[config.mk]
export PLATFORM = sky130hd
export DESIGN_NAME = pmp_partition_map
export DESIGN_NICKNAME = d
export VERILOG_FILES = /design/src/verilog/pmp_pkg.sv /design/src/verilog/pmp_partition_map.sv
export VERILOG_INCLUDE_DIRS = /design/src /design/src/verilog
export SDC_FILE = /design/constraint.sdc
export NUM_CORES = 1
export LEC_CHECK = 0
export BUFFER_PORTS_ARGS = -buffer_cell sky130_fd_sc_hd__buf_4
export CORE_MARGIN = 1.5
export CORE_UTILIZATION = 40
export DETAILED_ROUTE_END_ITERATION = 6
export MAX_ROUTING_LAYER = met4
export PLACE_DENSITY = 0.77
export SLEW_MARGIN = 25
export SYNTH_ARGS = -nofsm -noshare
export SYNTH_HDL_FRONTEND = slang
export SYNTH_SLANG_ARGS = --single-unit
export TNS_END_PERCENT = 10
[constraint.sdc]
create_clock -name clk -period 2.83 [get_ports clk]
set_input_delay 0.566 -clock clk [delete_from_list [all_inputs] [get_ports clk]]
set_output_delay 0.566 -clock clk [all_outputs]
set_load 0.05 [all_outputs]
[src/verilog/pmp_defines.svh]
// Purpose: constants for the program memory partition map
// Assumes: word addresses, 14-bit program words
// Notes:   offsets are program-space word addresses
`ifndef PMP_DEFINES_SVH
`define PMP_DEFINES_SVH
`define PMP_PC_W          15
`define PMP_WORD_W        14
`define PMP_IMPL_W        14
`define PMP_LAST_ADDR     14'h3FFF
`define PMP_RESET_VEC     15'h0000
`define PMP_INT_VEC       15'h0004
`define PMP_SAF_OFS       14'h007F
`define PMP_APP_END_OFS   14'h0080
`define PMP_BOOT_MIN_LAST 14'h01FF
`define PMP_BOOT_MAX_LAST 14'h1FFF
`define PMP_REV_ADDR      16'h8005
`define PMP_ID_ADDR       16'h8006
`define PMP_CFG_LO        16'h8007
`define PMP_CFG_HI        16'h800B
`define PMP_EE_LO         16'hF000
`define PMP_EE_HI         16'hF0FF
`define PMP_ID_FIXED      2'h3
`define PMP_REV_FIXED     2'h2
`define PMP_IND_PM_BIT    7
`define PMP_CFG_RESET     11'h7FF
// Register port map for the loose bits
`define PMP_R_ID          4'h0
`define PMP_R_REV         4'h1
`define PMP_R_CFG         4'h2
`define PMP_R_STATUS      4'h3
`define PMP_R_CLEAR       4'h4
`define PMP_R_BULK        4'h5
`define PMP_R_LASTBOOT    4'h6
// Config register fields
`define PMP_CF_BOOT_SIZE_SELECT     2:0
`define PMP_CF_BOOT_BLOCK_ENABLE_N       3
`define PMP_CF_STORAGE_AREA_ENABLE_N      4
`define PMP_CF_APP_WRITE_PROTECT_N     5
`define PMP_CF_BOOT_WRITE_PROTECT_N       6
`define PMP_CF_CONFIG_WRITE_PROTECT_N       7
`define PMP_CF_EEPROM_WRITE_PROTECT_N       8
`define PMP_CF_STORAGE_WRITE_PROTECT_N     9
`endif

[src/verilog/pmp_pkg.sv]
// Purpose: types for the program memory partition map
// Assumes: nothing
// Notes:   constants live in pmp_defines.svh
package pmp_pkg;
    typedef enum logic [1:0] {
        PMP_BLK_BOOT,
        PMP_BLK_APP,
        PMP_BLK_SAF,
        PMP_BLK_OTHER
    } pmp_block_e;
    typedef enum logic [1:0] {
        PMP_IRD_IDLE,
        PMP_IRD_WAIT,
        PMP_IRD_DONE
    } pmp_ird_e;
endpackage

[src/verilog/pmp_partition_map.sv]
// Purpose: program memory map, partition decode, protection, id words
// Assumes: core and NVM controller signals synchronous to clk
// Notes:   one design file; registers over a plain strobe port
`timescale 1ns/100ps
`include "pmp_defines.svh"

module pmp_partition_map
    import pmp_pkg::*;
#(
    parameter logic [11:0] PART_CODE      = 12'hABC, // Arbitrary value
    parameter logic [5:0]  MAJOR_REVISION = 6'h01,   // Arbitrary value
    parameter logic [5:0]  MINOR_REVISION = 6'h02    // Arbitrary value
) (
    input  wire logic        clk,            // 200 MHz core clock
    input  wire logic        sys_rst,        // Async reset, active high
    // Core fetch path
    input  wire logic        irq_take,       // Pulse: vector to interrupt
    input  wire logic        pc_load,        // Pulse: load pc from pc_load_addr
    input  wire logic [14:0] pc_load_addr,   // Branch target
    input  wire logic        fetch_adv,      // Pulse: step pc
    output logic      [14:0] fetch_pc,       // Program counter
    output logic      [13:0] fetch_addr,     // Wrapped fetch word address
    input  wire logic [13:0] fetch_word,     // Word from flash for fetch_addr
    output logic      [13:0] fetch_instr,    // Registered fetched word
    output logic             mem_viol_rst,   // Pulse: execution violation reset
    // Core indirect data path
    input  wire logic [7:0]  indirect_pointer_high, // Pointer high byte
    input  wire logic [7:0]  indirect_pointer_low,  // Pointer low byte
    input  wire logic        ind_rd,         // Pulse: read indirect_data_port
    input  wire logic        ind_wr,         // Pulse: write indirect_data_port
    output logic      [13:0] pm_data_addr,   // Wrapped data-side flash address
    input  wire logic [13:0] pm_data_word,   // Word from flash for pm_data_addr
    output logic      [7:0]  ind_rdata,      // Low byte of program word
    output logic             ind_rvalid,     // Pulse: ind_rdata valid
    output logic             ind_stall,      // Extra cycle for program reads
    output logic             ind_ram_sel,    // Access goes to data memory
    // NVM controller
    input  wire logic        nvm_wr_req,     // Pulse: program write request
    input  wire logic [15:0] nvm_wr_addr,    // Target word address
    output logic             nvm_wr_ok,      // Pulse: write may proceed
    output logic             nvm_ee_sel,     // Write target is data EEPROM
    // Register port
    input  wire logic [3:0]  reg_addr,       // Register index
    input  wire logic [15:0] reg_wdata,      // Write data
    input  wire logic        reg_wr,         // Write strobe
    input  wire logic        reg_rd,         // Read strobe
    output logic      [15:0] reg_rdata       // Read data, cycle after strobe
);

    ////////////////////////////////////////////////////////////////////
    logic [10:0] cfg_reg;
    logic        write_error_flag;
    logic        memory_violation_flag;
    logic [13:0] last_boot;
    logic        boot_block_enable_n;
    logic        storage_area_enable_n;
    logic [2:0]  boot_size_select;
    logic [13:0] word_id;
    logic [13:0] word_rev;
    pmp_block_e  fetch_blk;
    pmp_block_e  wr_blk;
    logic        fetch_exec_ok;
    logic        wr_protected;
    logic        ind_pm;
    pmp_ird_e    ird_state;
    logic [14:0] pc_next;

    assign boot_block_enable_n   = cfg_reg[`PMP_CF_BOOT_BLOCK_ENABLE_N];
    assign storage_area_enable_n = cfg_reg[`PMP_CF_STORAGE_AREA_ENABLE_N];
    assign boot_size_select      = cfg_reg[`PMP_CF_BOOT_SIZE_SELECT];

    assign word_id  = {`PMP_ID_FIXED, PART_CODE};
    assign word_rev = {`PMP_REV_FIXED, MAJOR_REVISION, MINOR_REVISION};

    // Boot size: 111 gives 512 words, each step down doubles, clamp at half
    always_comb begin
        case (boot_size_select)
            3'h7:    last_boot = `PMP_BOOT_MIN_LAST;
            3'h6:    last_boot = 14'h03FF;
            3'h5:    last_boot = 14'h07FF;
            3'h4:    last_boot = 14'h0FFF;
            default: last_boot = `PMP_BOOT_MAX_LAST;
        endcase
    end

    function automatic pmp_block_e classify(input logic [13:0] a, input logic boot_block_enable_n_n,
                                            input logic storage_area_enable_n_n, input logic [13:0] lb);
        pmp_block_e b;
        b = PMP_BLK_APP;
        if (!storage_area_enable_n_n && a >= (`PMP_LAST_ADDR - `PMP_SAF_OFS))
            b = PMP_BLK_SAF;
        else if (!boot_block_enable_n_n && a <= lb)
            b = PMP_BLK_BOOT;
        return b;
    endfunction

    ////////////////////////////////////////////////////////////////////
    // Program counter and fetch path
    always_comb begin
        pc_next = fetch_pc;
        if (irq_take)
            pc_next = `PMP_INT_VEC;
        else if (pc_load)
            pc_next = pc_load_addr;
        else if (fetch_adv)
            pc_next = fetch_pc + 15'h0001;
    end

    always_ff @(posedge clk or posedge sys_rst) begin
        if (sys_rst)
            fetch_pc <= `PMP_RESET_VEC;
        else if (mem_viol_rst)
            fetch_pc <= `PMP_RESET_VEC;
        else
            fetch_pc <= pc_next;
    end

    assign fetch_addr = fetch_pc[13:0];
    assign fetch_blk  = classify(fetch_addr, boot_block_enable_n, storage_area_enable_n, last_boot);
    assign fetch_exec_ok = (fetch_blk != PMP_BLK_SAF);

    always_ff @(posedge clk or posedge sys_rst) begin
        if (sys_rst) begin
            fetch_instr  <= 14'h0000;
            mem_viol_rst <= 1'b0;
        end else begin
            fetch_instr  <= fetch_word;
            mem_viol_rst <= fetch_adv && !fetch_exec_ok && !mem_viol_rst;
        end
    end

    ////////////////////////////////////////////////////////////////////
    // Indirect data path
    assign ind_pm       = indirect_pointer_high[`PMP_IND_PM_BIT];
    assign ind_ram_sel  = !ind_pm && (ind_rd || ind_wr);
    assign pm_data_addr = {indirect_pointer_high[5:0], indirect_pointer_low};
    assign ind_stall    = (ird_state == PMP_IRD_WAIT);

    always_ff @(posedge clk or posedge sys_rst) begin
        if (sys_rst) begin
            ird_state  <= PMP_IRD_IDLE;
            ind_rdata  <= 8'h00;
            ind_rvalid <= 1'b0;
        end else begin
            ind_rvalid <= 1'b0;
            case (ird_state)
                PMP_IRD_IDLE: begin
                    if (ind_rd && ind_pm)
                        ird_state <= PMP_IRD_WAIT;
                end
                PMP_IRD_WAIT: begin
                    ind_rdata  <= pm_data_word[7:0];
                    ind_rvalid <= 1'b1;
                    ird_state  <= PMP_IRD_DONE;
                end
                PMP_IRD_DONE: ird_state <= PMP_IRD_IDLE;
                default:      ird_state <= PMP_IRD_IDLE;
            endcase
        end
    end

    ////////////////////////////////////////////////////////////////////
    // Write protection
    assign nvm_ee_sel = nvm_wr_addr >= `PMP_EE_LO && nvm_wr_addr <= `PMP_EE_HI;
    assign wr_blk = classify(nvm_wr_addr[13:0], boot_block_enable_n, storage_area_enable_n, last_boot);

    always_comb begin
        if (nvm_ee_sel)
            wr_protected = !cfg_reg[`PMP_CF_EEPROM_WRITE_PROTECT_N];
        else if (nvm_wr_addr >= `PMP_CFG_LO && nvm_wr_addr <= `PMP_CFG_HI)
            wr_protected = !cfg_reg[`PMP_CF_CONFIG_WRITE_PROTECT_N];
        else if (nvm_wr_addr == `PMP_ID_ADDR || nvm_wr_addr == `PMP_REV_ADDR)
            wr_protected = 1'b1;
        else if (nvm_wr_addr[15])
            wr_protected = 1'b1;
        else begin
            case (wr_blk)
                PMP_BLK_BOOT: wr_protected = !cfg_reg[`PMP_CF_BOOT_WRITE_PROTECT_N];
                PMP_BLK_SAF:  wr_protected = !cfg_reg[`PMP_CF_STORAGE_WRITE_PROTECT_N];
                PMP_BLK_APP:  wr_protected = !cfg_reg[`PMP_CF_APP_WRITE_PROTECT_N];
                default:      wr_protected = 1'b1;
            endcase
        end
    end

    assign nvm_wr_ok = nvm_wr_req && !wr_protected;

    ////////////////////////////////////////////////////////////////////
    // Status flags: hardware update wins over software write
    always_ff @(posedge clk or posedge sys_rst) begin
        if (sys_rst)
            write_error_flag <= 1'b0;
        else if (nvm_wr_req && wr_protected)
            write_error_flag <= 1'b1;
        else if (reg_wr && reg_addr == `PMP_R_CLEAR && reg_wdata[0])
            write_error_flag <= 1'b0;
    end

    // Active-low flag: violation clears it, software sets it back
    always_ff @(posedge clk or posedge sys_rst) begin
        if (sys_rst)
            memory_violation_flag <= 1'b1;
        else if (fetch_adv && !fetch_exec_ok)
            memory_violation_flag <= 1'b0;
        else if (reg_wr && reg_addr == `PMP_R_CLEAR && reg_wdata[1])
            memory_violation_flag <= 1'b1;
    end

    ////////////////////////////////////////////////////////////////////
    // Configuration: protect bits only go active except on bulk erase
    always_ff @(posedge clk or posedge sys_rst) begin
        if (sys_rst)
            cfg_reg <= `PMP_CFG_RESET;
        else if (reg_wr && reg_addr == `PMP_R_BULK && reg_wdata[0])
            cfg_reg <= `PMP_CFG_RESET;
        else if (reg_wr && reg_addr == `PMP_R_CFG) begin
            cfg_reg[10:5] <= cfg_reg[10:5] & reg_wdata[10:5];
            cfg_reg[`PMP_CF_BOOT_BLOCK_ENABLE_N]  <= cfg_reg[`PMP_CF_BOOT_BLOCK_ENABLE_N] & reg_wdata[`PMP_CF_BOOT_BLOCK_ENABLE_N];
            cfg_reg[`PMP_CF_STORAGE_AREA_ENABLE_N] <= cfg_reg[`PMP_CF_STORAGE_AREA_ENABLE_N] & reg_wdata[`PMP_CF_STORAGE_AREA_ENABLE_N];
            if (cfg_reg[`PMP_CF_BOOT_BLOCK_ENABLE_N])
                cfg_reg[`PMP_CF_BOOT_SIZE_SELECT] <= reg_wdata[`PMP_CF_BOOT_SIZE_SELECT];
        end
    end

    ////////////////////////////////////////////////////////////////////
    // Register read port; id and revision ignore writes
    always_ff @(posedge clk or posedge sys_rst) begin
        if (sys_rst)
            reg_rdata <= 16'h0000;
        else if (reg_rd) begin
            case (reg_addr)
                `PMP_R_ID:       reg_rdata <= {2'h0, word_id};
                `PMP_R_REV:      reg_rdata <= {2'h0, word_rev};
                `PMP_R_CFG:      reg_rdata <= {5'h00, cfg_reg};
                `PMP_R_STATUS:   reg_rdata <= {14'h0000, memory_violation_flag, write_error_flag};
                `PMP_R_LASTBOOT: reg_rdata <= {2'h0, last_boot};
                default:         reg_rdata <= 16'h0000;
            endcase
        end else
            reg_rdata <= 16'h0000;
    end

    ////////////////////////////////////////////////////////////////////
    a_irq_vector: assert property (@(posedge clk) disable iff (sys_rst)
        irq_take && !mem_viol_rst |=> fetch_pc == 15'h0004)
        else $error("interrupt did not vector to 0004h");

    a_ird_latency: assert property (@(posedge clk) disable iff (sys_rst)
        ird_state == PMP_IRD_IDLE && ind_rd && ind_pm |-> ##2 ind_rvalid)
        else $error("indirect program read latency wrong");

    a_ird_data: assert property (@(posedge clk) disable iff (sys_rst)
        ind_stall |=> ind_rdata == $past(pm_data_word[7:0]))
        else $error("indirect read returned wrong byte");

    a_wr_error: assert property (@(posedge clk) disable iff (sys_rst)
        nvm_wr_req && wr_protected |-> !nvm_wr_ok ##1 write_error_flag)
        else $error("protected write not refused");

    a_viol_reset: assert property (@(posedge clk) disable iff (sys_rst)
        fetch_adv && fetch_blk == PMP_BLK_SAF && !mem_viol_rst |=> mem_viol_rst && !memory_violation_flag)
        else $error("storage fetch did not raise violation");

    a_prot_sticky: assert property (@(posedge clk) disable iff (sys_rst)
        !cfg_reg[`PMP_CF_APP_WRITE_PROTECT_N] && !(reg_wr && reg_addr == `PMP_R_BULK) |=> !cfg_reg[`PMP_CF_APP_WRITE_PROTECT_N])
        else $error("protection released without bulk erase");

    a_saf_decode: assert property (@(posedge clk) disable iff (sys_rst)
        !storage_area_enable_n && fetch_addr >= 14'h3F80 |-> fetch_blk == PMP_BLK_SAF)
        else $error("storage area decode wrong");

    a_id_read: assert property (@(posedge clk) disable iff (sys_rst)
        reg_rd && reg_addr == `PMP_R_ID |=> reg_rdata[13:12] == 2'h3)
        else $error("id word fixed bits wrong");

    a_default_app: assert property (@(posedge clk) disable iff (sys_rst)
        boot_block_enable_n && storage_area_enable_n |-> fetch_blk == PMP_BLK_APP)
        else $error("default map not all application");

    // Fetch and map checks
    a_pc_step: assert property (@(posedge clk) disable iff (sys_rst)
        fetch_adv && !irq_take && !pc_load && !mem_viol_rst
        |=> fetch_pc == $past(fetch_pc) + 15'h0001)
        else $error("program counter did not step");

    a_viol_restart: assert property (@(posedge clk) disable iff (sys_rst)
        mem_viol_rst
        |=> fetch_pc == 15'h0000)
        else $error("violation did not restart at 0000h");

    a_boot_decode: assert property (@(posedge clk) disable iff (sys_rst)
        !boot_block_enable_n && storage_area_enable_n && nvm_wr_addr[13:0] <= last_boot
        |-> wr_blk == PMP_BLK_BOOT)
        else $error("boot block decode wrong");

    a_app_decode: assert property (@(posedge clk) disable iff (sys_rst)
        boot_block_enable_n && !storage_area_enable_n && nvm_wr_addr[13:0] < 14'h3F80
        |-> wr_blk == PMP_BLK_APP)
        else $error("application block decode wrong");

    a_boot_clamp: assert property (@(posedge clk) disable iff (sys_rst)
        boot_size_select <= 3'h3
        |-> last_boot == 14'h1FFF)
        else $error("boot size not clamped to half");

    a_size_lock: assert property (@(posedge clk) disable iff (sys_rst)
        !boot_block_enable_n && !(reg_wr && reg_addr == `PMP_R_BULK)
        |=> $stable(boot_size_select))
        else $error("boot size changed while locked");

    // Indirect path checks
    a_ram_route: assert property (@(posedge clk) disable iff (sys_rst)
        ird_state == PMP_IRD_IDLE && (ind_rd || ind_wr) && !ind_pm
        |=> !ind_stall)
        else $error("data memory access stalled");

    a_pm_write: assert property (@(posedge clk) disable iff (sys_rst)
        ind_wr && !ind_rd && ind_pm && !ind_stall
        |-> !ind_ram_sel ##1 !ind_stall)
        else $error("program memory write acted on");

    a_ird_single: assert property (@(posedge clk) disable iff (sys_rst)
        ind_rvalid
        |-> !ind_stall ##1 !ind_rvalid && !ind_stall)
        else $error("indirect read result repeated");

    // Protection, flag and register checks
    a_id_refuse: assert property (@(posedge clk) disable iff (sys_rst)
        nvm_wr_req && (nvm_wr_addr == `PMP_ID_ADDR || nvm_wr_addr == `PMP_REV_ADDR)
        |-> !nvm_wr_ok)
        else $error("write to id words allowed");

    a_ee_decode: assert property (@(posedge clk) disable iff (sys_rst)
        1'b1
        |-> nvm_ee_sel == (nvm_wr_addr[15:8] == 8'hF0))
        else $error("eeprom window decode wrong");

    a_err_hold: assert property (@(posedge clk) disable iff (sys_rst)
        write_error_flag && !(reg_wr && reg_addr == `PMP_R_CLEAR && reg_wdata[0])
        |=> write_error_flag)
        else $error("write error dropped without clear");

    a_viol_hold: assert property (@(posedge clk) disable iff (sys_rst)
        !memory_violation_flag && !(reg_wr && reg_addr == `PMP_R_CLEAR && reg_wdata[1])
        |=> !memory_violation_flag)
        else $error("violation flag restored on its own");

    a_rev_read: assert property (@(posedge clk) disable iff (sys_rst)
        reg_rd && reg_addr == `PMP_R_REV
        |=> reg_rdata[13:12] == 2'h2)
        else $error("revision word fixed bits wrong");

endmodule

**Word level (Yosys, flattened, before mapping)**

Cells that the tools add are included.

- Output and inout port bits: 87
- Register bits: 70

- Mux-type cells: 26
- Equal/unequal tests: 17
- Add/subtract/negate cells: 1
- Bitwise gates (word level): 3
- Magnitude comparators: 8
- Reductions and logical operators: 40

Operators with widths:

| operator | count |
|---|---|
| $pmux W14 S5 | 1 |
| $mux W15 | 4 |
| $pmux W13 S4 | 1 |
| $eq A16 B16 Y1 const B | 2 |
| $ge A16 B16 Y1 const B | 2 |
| $le A16 B16 Y1 const B | 2 |
| $ge A14 B14 Y1 const B | 2 |
| $le A14 B14 Y1 | 2 |
| $mux W11 | 2 |
| $logic_and A1 B1 Y1 | 18 |
| $mux W16 | 1 |
| $add A15 B1 Y15 const B | 1 |
| $eq A3 B3 Y1 const B | 4 |
| $eq A4 B3 Y1 const B | 3 |
| $logic_not A1 Y1 | 11 |
| $mux W1 | 11 |
| $eq A4 B2 Y1 const B | 2 |
| $reduce_bool A2 Y1 | 4 |
| $and A6 B6 Y6 | 1 |
| $mux W2 | 3 |
| $eq A2 B1 Y1 const B | 2 |
| $eq A4 B1 Y1 const B | 1 |
| $logic_not A2 Y1 | 2 |
| $logic_not A4 Y1 | 1 |
| 9 further kinds | 12 |

**Logic depth before layout (Yosys ltp)**

Gate-level depths: netlist (run 1).

- Depth after elaboration: 14
- Mapped depth: 7
- Mapped depth without buffers: 7

**Worst setup path before layout (run 1)**

No wires, ideal clock.

- Kind: input-to-output
- From: in nvm_wr_addr[11]
- To: out nvm_wr_ok
- Setup slack: -0.210 ns
- Buffers on the path: 0
- Cell stages on the path: 6
- Data required time: 2.264 ns
- Arrival time: 2.474 ns
- Cells stage by stage: ha_1 > nand3_1 > or4_1 > a211o_1 > a311oi_1 > o21a_1

- Word-level cells in the longest chain between the ends: 12

Ends and longest elaborated chain:

| element | line | source |
|---|---|---|
| start, declared | pmp_partition_map.sv:39 | `input wire logic [15:0] nvm_wr_addr,` |
| $le A14 B14 Y1 | pmp_partition_map.sv:92 | `else if (!boot_block_enable_n_n && a <= lb)` |
| $logic_and A1 B1 Y1 | pmp_partition_map.sv:92 |  |
| $mux W1 | pmp_partition_map.sv:92 |  |
| $mux W2 | pmp_partition_map.sv:90 | `` if (!storage_area_enable_n_n && a >= (`PMP_LAST_ADDR - `PMP_SAF_OFS)) `` |
| $eq A2 B1 Y1 (tied with other cells) | pmp_partition_map.sv:177 | `case (wr_blk)` |
| $pmux W1 S3 | pmp_partition_map.sv:177 |  |
| $mux W1 | pmp_partition_map.sv:174 | `else if (nvm_wr_addr[15])` |
| $mux W1 | pmp_partition_map.sv:172 | `` else if (nvm_wr_addr == `PMP_ID_ADDR \|\| nvm_wr_addr == `PMP_REV_ADDR) `` |
| $mux W1 | pmp_partition_map.sv:170 | `` else if (nvm_wr_addr >= `PMP_CFG_LO && nvm_wr_addr <= `PMP_CFG_HI) `` |
| $mux W1 * | pmp_partition_map.sv:168 | `if (nvm_ee_sel)` |
| $logic_not A1 Y1 * | pmp_partition_map.sv:186 | `assign nvm_wr_ok = nvm_wr_req && !wr_protected;` |
| $logic_and A1 B1 Y1 * | pmp_partition_map.sv:186 |  |
| end, declared | pmp_partition_map.sv:40 | `output logic nvm_wr_ok,` |

Every way passes the cells marked *; elsewhere a longest branch is shown, timed or not.

**Final worst setup path (run 1)**

- From: reg cfg_reg[1]
- To: out nvm_wr_ok

- Word-level cells in the longest chain between the ends: 14

Ends and longest elaborated chain:

| element | line | source |
|---|---|---|
| start, declared | pmp_partition_map.sv:51 | `logic [10:0] cfg_reg;` |
| start signal, assigned | pmp_partition_map.sv:213 | `` cfg_reg <= `PMP_CFG_RESET; `` |
| start signal, assigned | pmp_partition_map.sv:215 | `` cfg_reg <= `PMP_CFG_RESET; `` |
| start signal, assigned by index | pmp_partition_map.sv:218 | `` cfg_reg[`PMP_CF_BOOT_BLOCK_ENABLE_N] <= cfg_reg[`PMP_CF_BOOT_BLOCK_ENABLE_N] & reg_wdata[`PMP_CF_BOOT_BLOCK_EN ... `` |
| $eq A3 B3 Y1 | pmp_partition_map.sv:77 | `case (boot_size_select)` |
| $pmux W13 S4 * | pmp_partition_map.sv:77 |  |
| $le A14 B14 Y1 * | pmp_partition_map.sv:92 |  |
| $logic_and A1 B1 Y1 * | pmp_partition_map.sv:92 |  |
| $mux W1 * | pmp_partition_map.sv:92 |  |
| $mux W2 * | pmp_partition_map.sv:90 |  |
| $eq A2 B1 Y1 (tied with other cells) | pmp_partition_map.sv:177 |  |
| $pmux W1 S3 * | pmp_partition_map.sv:177 |  |
| $mux W1 * | pmp_partition_map.sv:174 |  |
| $mux W1 * | pmp_partition_map.sv:172 |  |
| $mux W1 * | pmp_partition_map.sv:170 |  |
| $mux W1 * | pmp_partition_map.sv:168 |  |
| $logic_not A1 Y1 * | pmp_partition_map.sv:186 |  |
| $logic_and A1 B1 Y1 * | pmp_partition_map.sv:186 |  |

Marked as above.

==> results of run 1 <==
==> final cells by class <==
class / instances / area [um2]
clock buffers: 9 / 124
clock inverters: 7 / 98.8
flip-flops and latches: 68 / 1720
multi-input cells: 206 / 1270
well taps: 102 / 128
repair buffers: 161 / 1220
fillers: 714 / 3250
inverters: 10 / 37.5
==> power breakdown <==
part	switching [uW]	total (uW)	internal, uW
Clock	385	886	500
Sequential	89.7	1200	1110
Combinational	492	820	328
Total	967	2900	1940
==> worst register-to-register path, cell delays in order, from the launching register on <==
cell and delay (ns):
dfstp_2 0.39, o21a_1 0.21, ha_1 0.31, nand3_1 0.07, or4_1 0.53, a211o_1 0.29, a311oi_2 0.25, o31ai_1 0.13
==> stage by stage <==
| stage | cell area, um2 | total power, uW | setup slack (ns) | utilization (%) |
|---|---|---|---|---|
| 3_5_place_dp | 4370 | 2030 | -0.196 | 55.7 |
| 4_1_cts | 4600 | 2930 | -0.454 | 58.6 |
| 5_1_grt | 4600 | 3060 | -0.568 | 58.6 |
| 2_1_floorplan | 3290 | 1760 | 0.0190 | - |
| 6_report | 4600 | 2900 | -0.444 | 58.6 |
| 3_3_place_gp | 4370 | 2010 | -0.181 | 55.7 |
==> cell families after synthesis <==
kind of cell / count (synthesis) / synth area share, %
other: 1 / 0.114
xor gates and xnor gates: 12 / 3.20
muxes: 15 / 4.92
and+or+nand+nor: 118 / 18.3
AOI/OAI and AO/OA: 53 / 9.57
DFF: 68 / 52.3
adders and majority gates: 6 / 2.29
buffers and inverters: 52 / 9.38
==> worst max path at each step <==
stage,to,slack (ns),cells after the start
2_1_floorplan,nvm_wr_ok,0.02,6
3_3_place_gp,nvm_wr_ok,-0.18,8
3_5_place_dp,nvm_wr_ok,-0.20,8
4_1_cts,nvm_wr_ok,-0.45,8
5_1_grt,nvm_wr_ok,-0.57,8
6_report,nvm_wr_ok,-0.44,8
==> layer usage <==
layer / routed length [um] / vias to the layer above
met5: 0 / -
li1: - / 1353
met3: 683 / 18
met4: 141 / 0
met2: 4410 / 145
met1: 3400 / 1370
==> layout by cell type, fill, tap and decap left out, types with 2 or more instances in the layout <==
cell type / count
mux2_2: 9
buf_4: 159
nor2b_1: 8
or4_1: 2
a21oi_1: 20
nand4_1: 10
and4_1: 3
inv_1: 9
xnor2_1: 7
o21ai_0: 15
ha_1: 6
clkbuf_8: 9
xor2_1: 5
o211ai_1: 3
nor4_1: 2
clkinv_4: 2
dfstp_2: 12
nand3b_1: 2
dfrtp_1: 56
and3_1: 3
or3_1: 2
nor2_1: 27
nor3b_1: 2
mux2i_1: 6
or2_2: 4
bufinv_16: 2
nand2_1: 27
conb_1: 2
nand2b_1: 4
nand3_1: 11
nor3_1: 8
o21a_1: 7
==> what timing repair did <==
item,4_1_cts,5_1_grt
setup buffers,0,0
pin swaps,0,0
hold buffers,0,0
setup endpoints to repair,1,1
resized for setup,1,0
hold endpoints to repair,0,0
==> results.toml, run 1 <==
[status]
status = "finished, violations left"
violations = "negative setup slack"

[clock_tree]
clockRootBuffer = "clkbuf_8"
cts_htree_levels = 3
cts_buffer_depth = 2
cts_tree = "built"
cts_made_buffers = 9
clk_latency_ns = 0.34
clkSinkCount = 68
clkTransAtPathRegs_ns = 0.08

[yosys]
synth_cell_types = 40
synth.area.top_cells = "dfrtp_1, dfstp_2, buf_4, mux2_2, nand2_1"
synthArstFlopShare_pct = 100
synth_common_cells = "dfrtp_1, buf_4, nand2_1, nor2_1, a21oi_1"
yosysSeqAreaShare_pct = 52.3
yosys_warnings = 0
synth_top_cell_area_share_pct = 42.7
synth_ff_type = "dfrtp_1"
syn_area_mm2 = 0.00328
synth.ff_latch_count = 68
synth_edf_count = 0
synth_top_area_cell = "dfrtp_1"
yosysMostFrequentCell = "dfrtp_1"
avgSynthCellArea_um2 = 10.1
synth_cells = 325

[critical_path]
path_cells = "o21a_1, ha_1, nand3_1, or4_1, a211o_1, a311oi_2, o21a_2, buf_6"
r2r.worst_path.cells = 7
critPathArrivalTime_ns = 2.71
timing.rr.end = "write_error_flag"
crit_fanout = 5
path_class = "reg -> out"
crit_start = "cfg_reg[1]"
critPathRequiredTime_ns = 2.26
cp_slowest_stage_delay_ns = 0.53
worst_setup_path_start_kind = "flop"
cp_top_family = "compound AO/OA/AOI/OAI gates"
end_kind = "primary output"
crit_buf_inv = 1
r2r_slack_ns = 0.53
reg2reg_from = "cfg_reg[1]"
slowest_stage = "or4_1"

[layout]
largest_register_ff_count = 15
final_nets = 567
final_cells = 563
top_regs = "fetch_pc (15), fetch_instr (14), reg_rdata (14)"
drive_above_1_share_pct = 44.5
largest_register = "fetch_pc"
syn_to_final_growth_pct = 40.1
antenna_cells = 0

[drt]
first_iter_violations = 61
vias = 2886
wl_per_cell_um = 15.3
route.detailed.drc = 0
routed_wl_mm = 8.64
first_pass_iters = 4
drtAntennaViolNets = 0
vias_per_cell = 5.13

[grt]
track_usage_pct = 20.7
top_usage_layer = "met2"
grt_pass1_wl_mm = 13.7
grt_max_degree = 69
antenna_found_initial = 0
use_met1_pct = 23.6
globalRouteMet2Util_pct = 35.3
overflow = 0
grt_use_met3_pct = 5.61
grt_pass1_vias = 2897

[die]
placementRows = 32
die_w_um = 93.6
core_mm2 = 0.00785
initial_core_util_pct = 41.8
dieHeight_um = 93.6
dieArea_mm2 = 0.00876
ios = 192

[sta]
setup_tns_ns = -0.444
worst_slack_ns = -0.444
setup_violations = 1
hold_ws_ns = 0.308
hold_viol_final = 0
rsz0062_at_grt = "true"
min_period_over_period_pct = 116
post-route-min-period_ns = 3.27
slew_violations = 0
skew_ns = 0.00873
fmax_mhz = 305

[place]
hpwl_mm = 6.63
place_inst = 547
place.gp.congestion = 0.848
portBuffers = 149

[pwr]
total_leakage_power_uw = 0.00225
ir_drop_v = 0.000271
powerDensity_mw_per_mm2 = 631

[hold_path]
hold_class = "in -> async"

[run]
maxCapViolCount = 0
Power figures use the tool's default switching activity.
==> run 2, diff against run 1 <==
SKIP_LAST_GASP = 1   (was not set)
==> run 2 against run 1 <==
Largest power group unchanged. The run still ends with negative setup slack left. Routed wire length rose by 0.14%. Largest cell class unchanged. Sequential share of layout area barely moved. Total power barely moved.
==> results.toml, run 2 (synthesis results as in run 1) <==
[layout]
largest_register_ff_count = 15
final_util_pct = 58.6
antenna_cells = 0
layout_common_cells = "buf_4, dfrtp_1, nor2_1, nand2_1, a21oi_1"
layout_commonest_cell = "buf_4"
nFillCells = 714
final_cells = 563
register_area_mm2 = 0.00172
final_nets = 567
top_regs = "fetch_pc (15), fetch_instr (14), reg_rdata (14)"
multi_input_area_mm2 = 0.00127
syn_to_final_growth_pct = 40.0
largest_register = "fetch_pc"
drive_above_1_share_pct = 44.5

[grt]
track_usage_pct = 20.7
grt_max_degree = 69
antenna_found_initial = 0
overflow = 0
grt_pass1_wl_mm = 13.6
grt_pass1_vias = 2895

[clock_tree]
cts_tree = "built"
clkSinkCount = 68
cts_buffer_depth = 2
clk_latency_ns = 0.34
cts_htree_levels = 3
clkTransAtPathRegs_ns = 0.08
post_cts_buffers = 0
cts_made_buffers = 9
clockRootBuffer = "clkbuf_8"
holdBufCountCts = 0

[pwr]
powerDensity_mw_per_mm2 = 632
total_leakage_power_uw = 0.00225
ir_drop_v = 0.000271
power_uw = 2900

[drt]
first_pass_iters = 4
route.detailed.drc = 0
first_iter_violations = 62
wl_per_cell_um = 15.4
vias_per_cell = 5.14
vias = 2896
drtAntennaViolNets = 0
routed_wl_mm = 8.65

[critical_path]
r2r_slack_ns = 0.52
critPathArrivalTime_ns = 2.74
critPathRequiredTime_ns = 2.26
crit_fanout = 5
reg2reg_from = "cfg_reg[1]"
worst_setup_path_start_kind = "flop"
crit_start = "cfg_reg[1]"
path_class = "reg -> out"
end_kind = "primary output"
r2r.worst_path.cells = 7
timing.rr.end = "write_error_flag"
crit_path_end = "nvm_wr_ok"

[die]
dieArea_mm2 = 0.00876
initial_core_util_pct = 41.8
dieHeight_um = 93.6
ios = 192
core_mm2 = 0.00785
die_w_um = 93.6
placementRows = 32

[run]
maxCapViolCount = 0

[place]
portBuffers = 149
hpwl_mm = 6.63
place.gp.congestion = 0.848
place_inst = 547

[sta]
rsz0062_at_grt = "true"
min_period_over_period_pct = 117
fmax_mhz = 302
hold_viol_final = 0
post-route-min-period_ns = 3.31
worst_slack_ns = -0.480
skew_ns = 0.00868
setup_violations = 1
slew_violations = 0

[status]
violations = "negative setup slack"
status = "finished, violations left"

[hold_path]
hold_class = "in -> async"
[run 2: worst min path at each step]
| stage | endpoint | from | slack, ns |
|---|---|---|---|
| 2_1_floorplan | ird_state[0] | ird_state[0] | 0.41 |
| 3_3_place_gp | ird_state[0] | ird_state[0] | 0.43 |
| 3_5_place_dp | ird_state[0] | ird_state[0] | 0.44 |
| 4_1_cts | fetch_instr[2] | sys_rst | 0.31 |
| 5_1_grt | fetch_instr[9] | fetch_word[9] | 0.31 |
| 6_report | reg_rdata[13] | sys_rst | 0.31 |
[run 2: metal layers]
metal	GRT usage (%)	routed length, um	vias up
met2	35.3	4400	146
met1	23.5	3430	1379
met3	5.61	668	18
met4	6.59	140	0
li1	-	-	1353
met5	-	0	-
[run 2: through the flow]
| step | area (um2) | setup slack [ns] | hold WS [ns] | TNS (ns) |
|---|---|---|---|---|
| detailed placement | 4370 | -0.196 | 0.436 | -0.196 |
| floorplan | 3290 | 0.0190 | 0.412 | 0 |
| CTS | 4600 | -0.479 | 0.308 | -0.479 |
| global placement | 4370 | -0.181 | 0.426 | -0.181 |
| finish | 4600 | -0.480 | 0.306 | -0.480 |
| global route | 4600 | -0.593 | 0.305 | -0.593 |
[run 2: timing repair]
action,CTS,global route
resized for setup,0,0
gates cloned,0,0
setup endpoints to repair,1,1
[run 2: cell type report]
cell class              instances  area share, %
clock buffers                   9           2.70
clock inverters                 7           2.15
inverters                      10          0.817
multi-input cells             206           27.6
flip-flops and latches         68           37.4
well taps                     102           2.78
repair buffers                161           26.6
[run 2: power breakdown]
part	leakage, uW	switching, uW	internal (uW)
combinational	0.00131	493	327
clock	0.000110	387	500
sequential	0.000832	90.3	1110
[run 2: worst max-delay path, stage by stage, from the launching register on]
cell      delay [ns]
dfstp_2         0.39
o21a_1          0.21
ha_1            0.31
nand3_1         0.07
or4_1           0.53
a211o_1         0.29
a311oi_2        0.25
o21a_2          0.16
buf_4           0.18
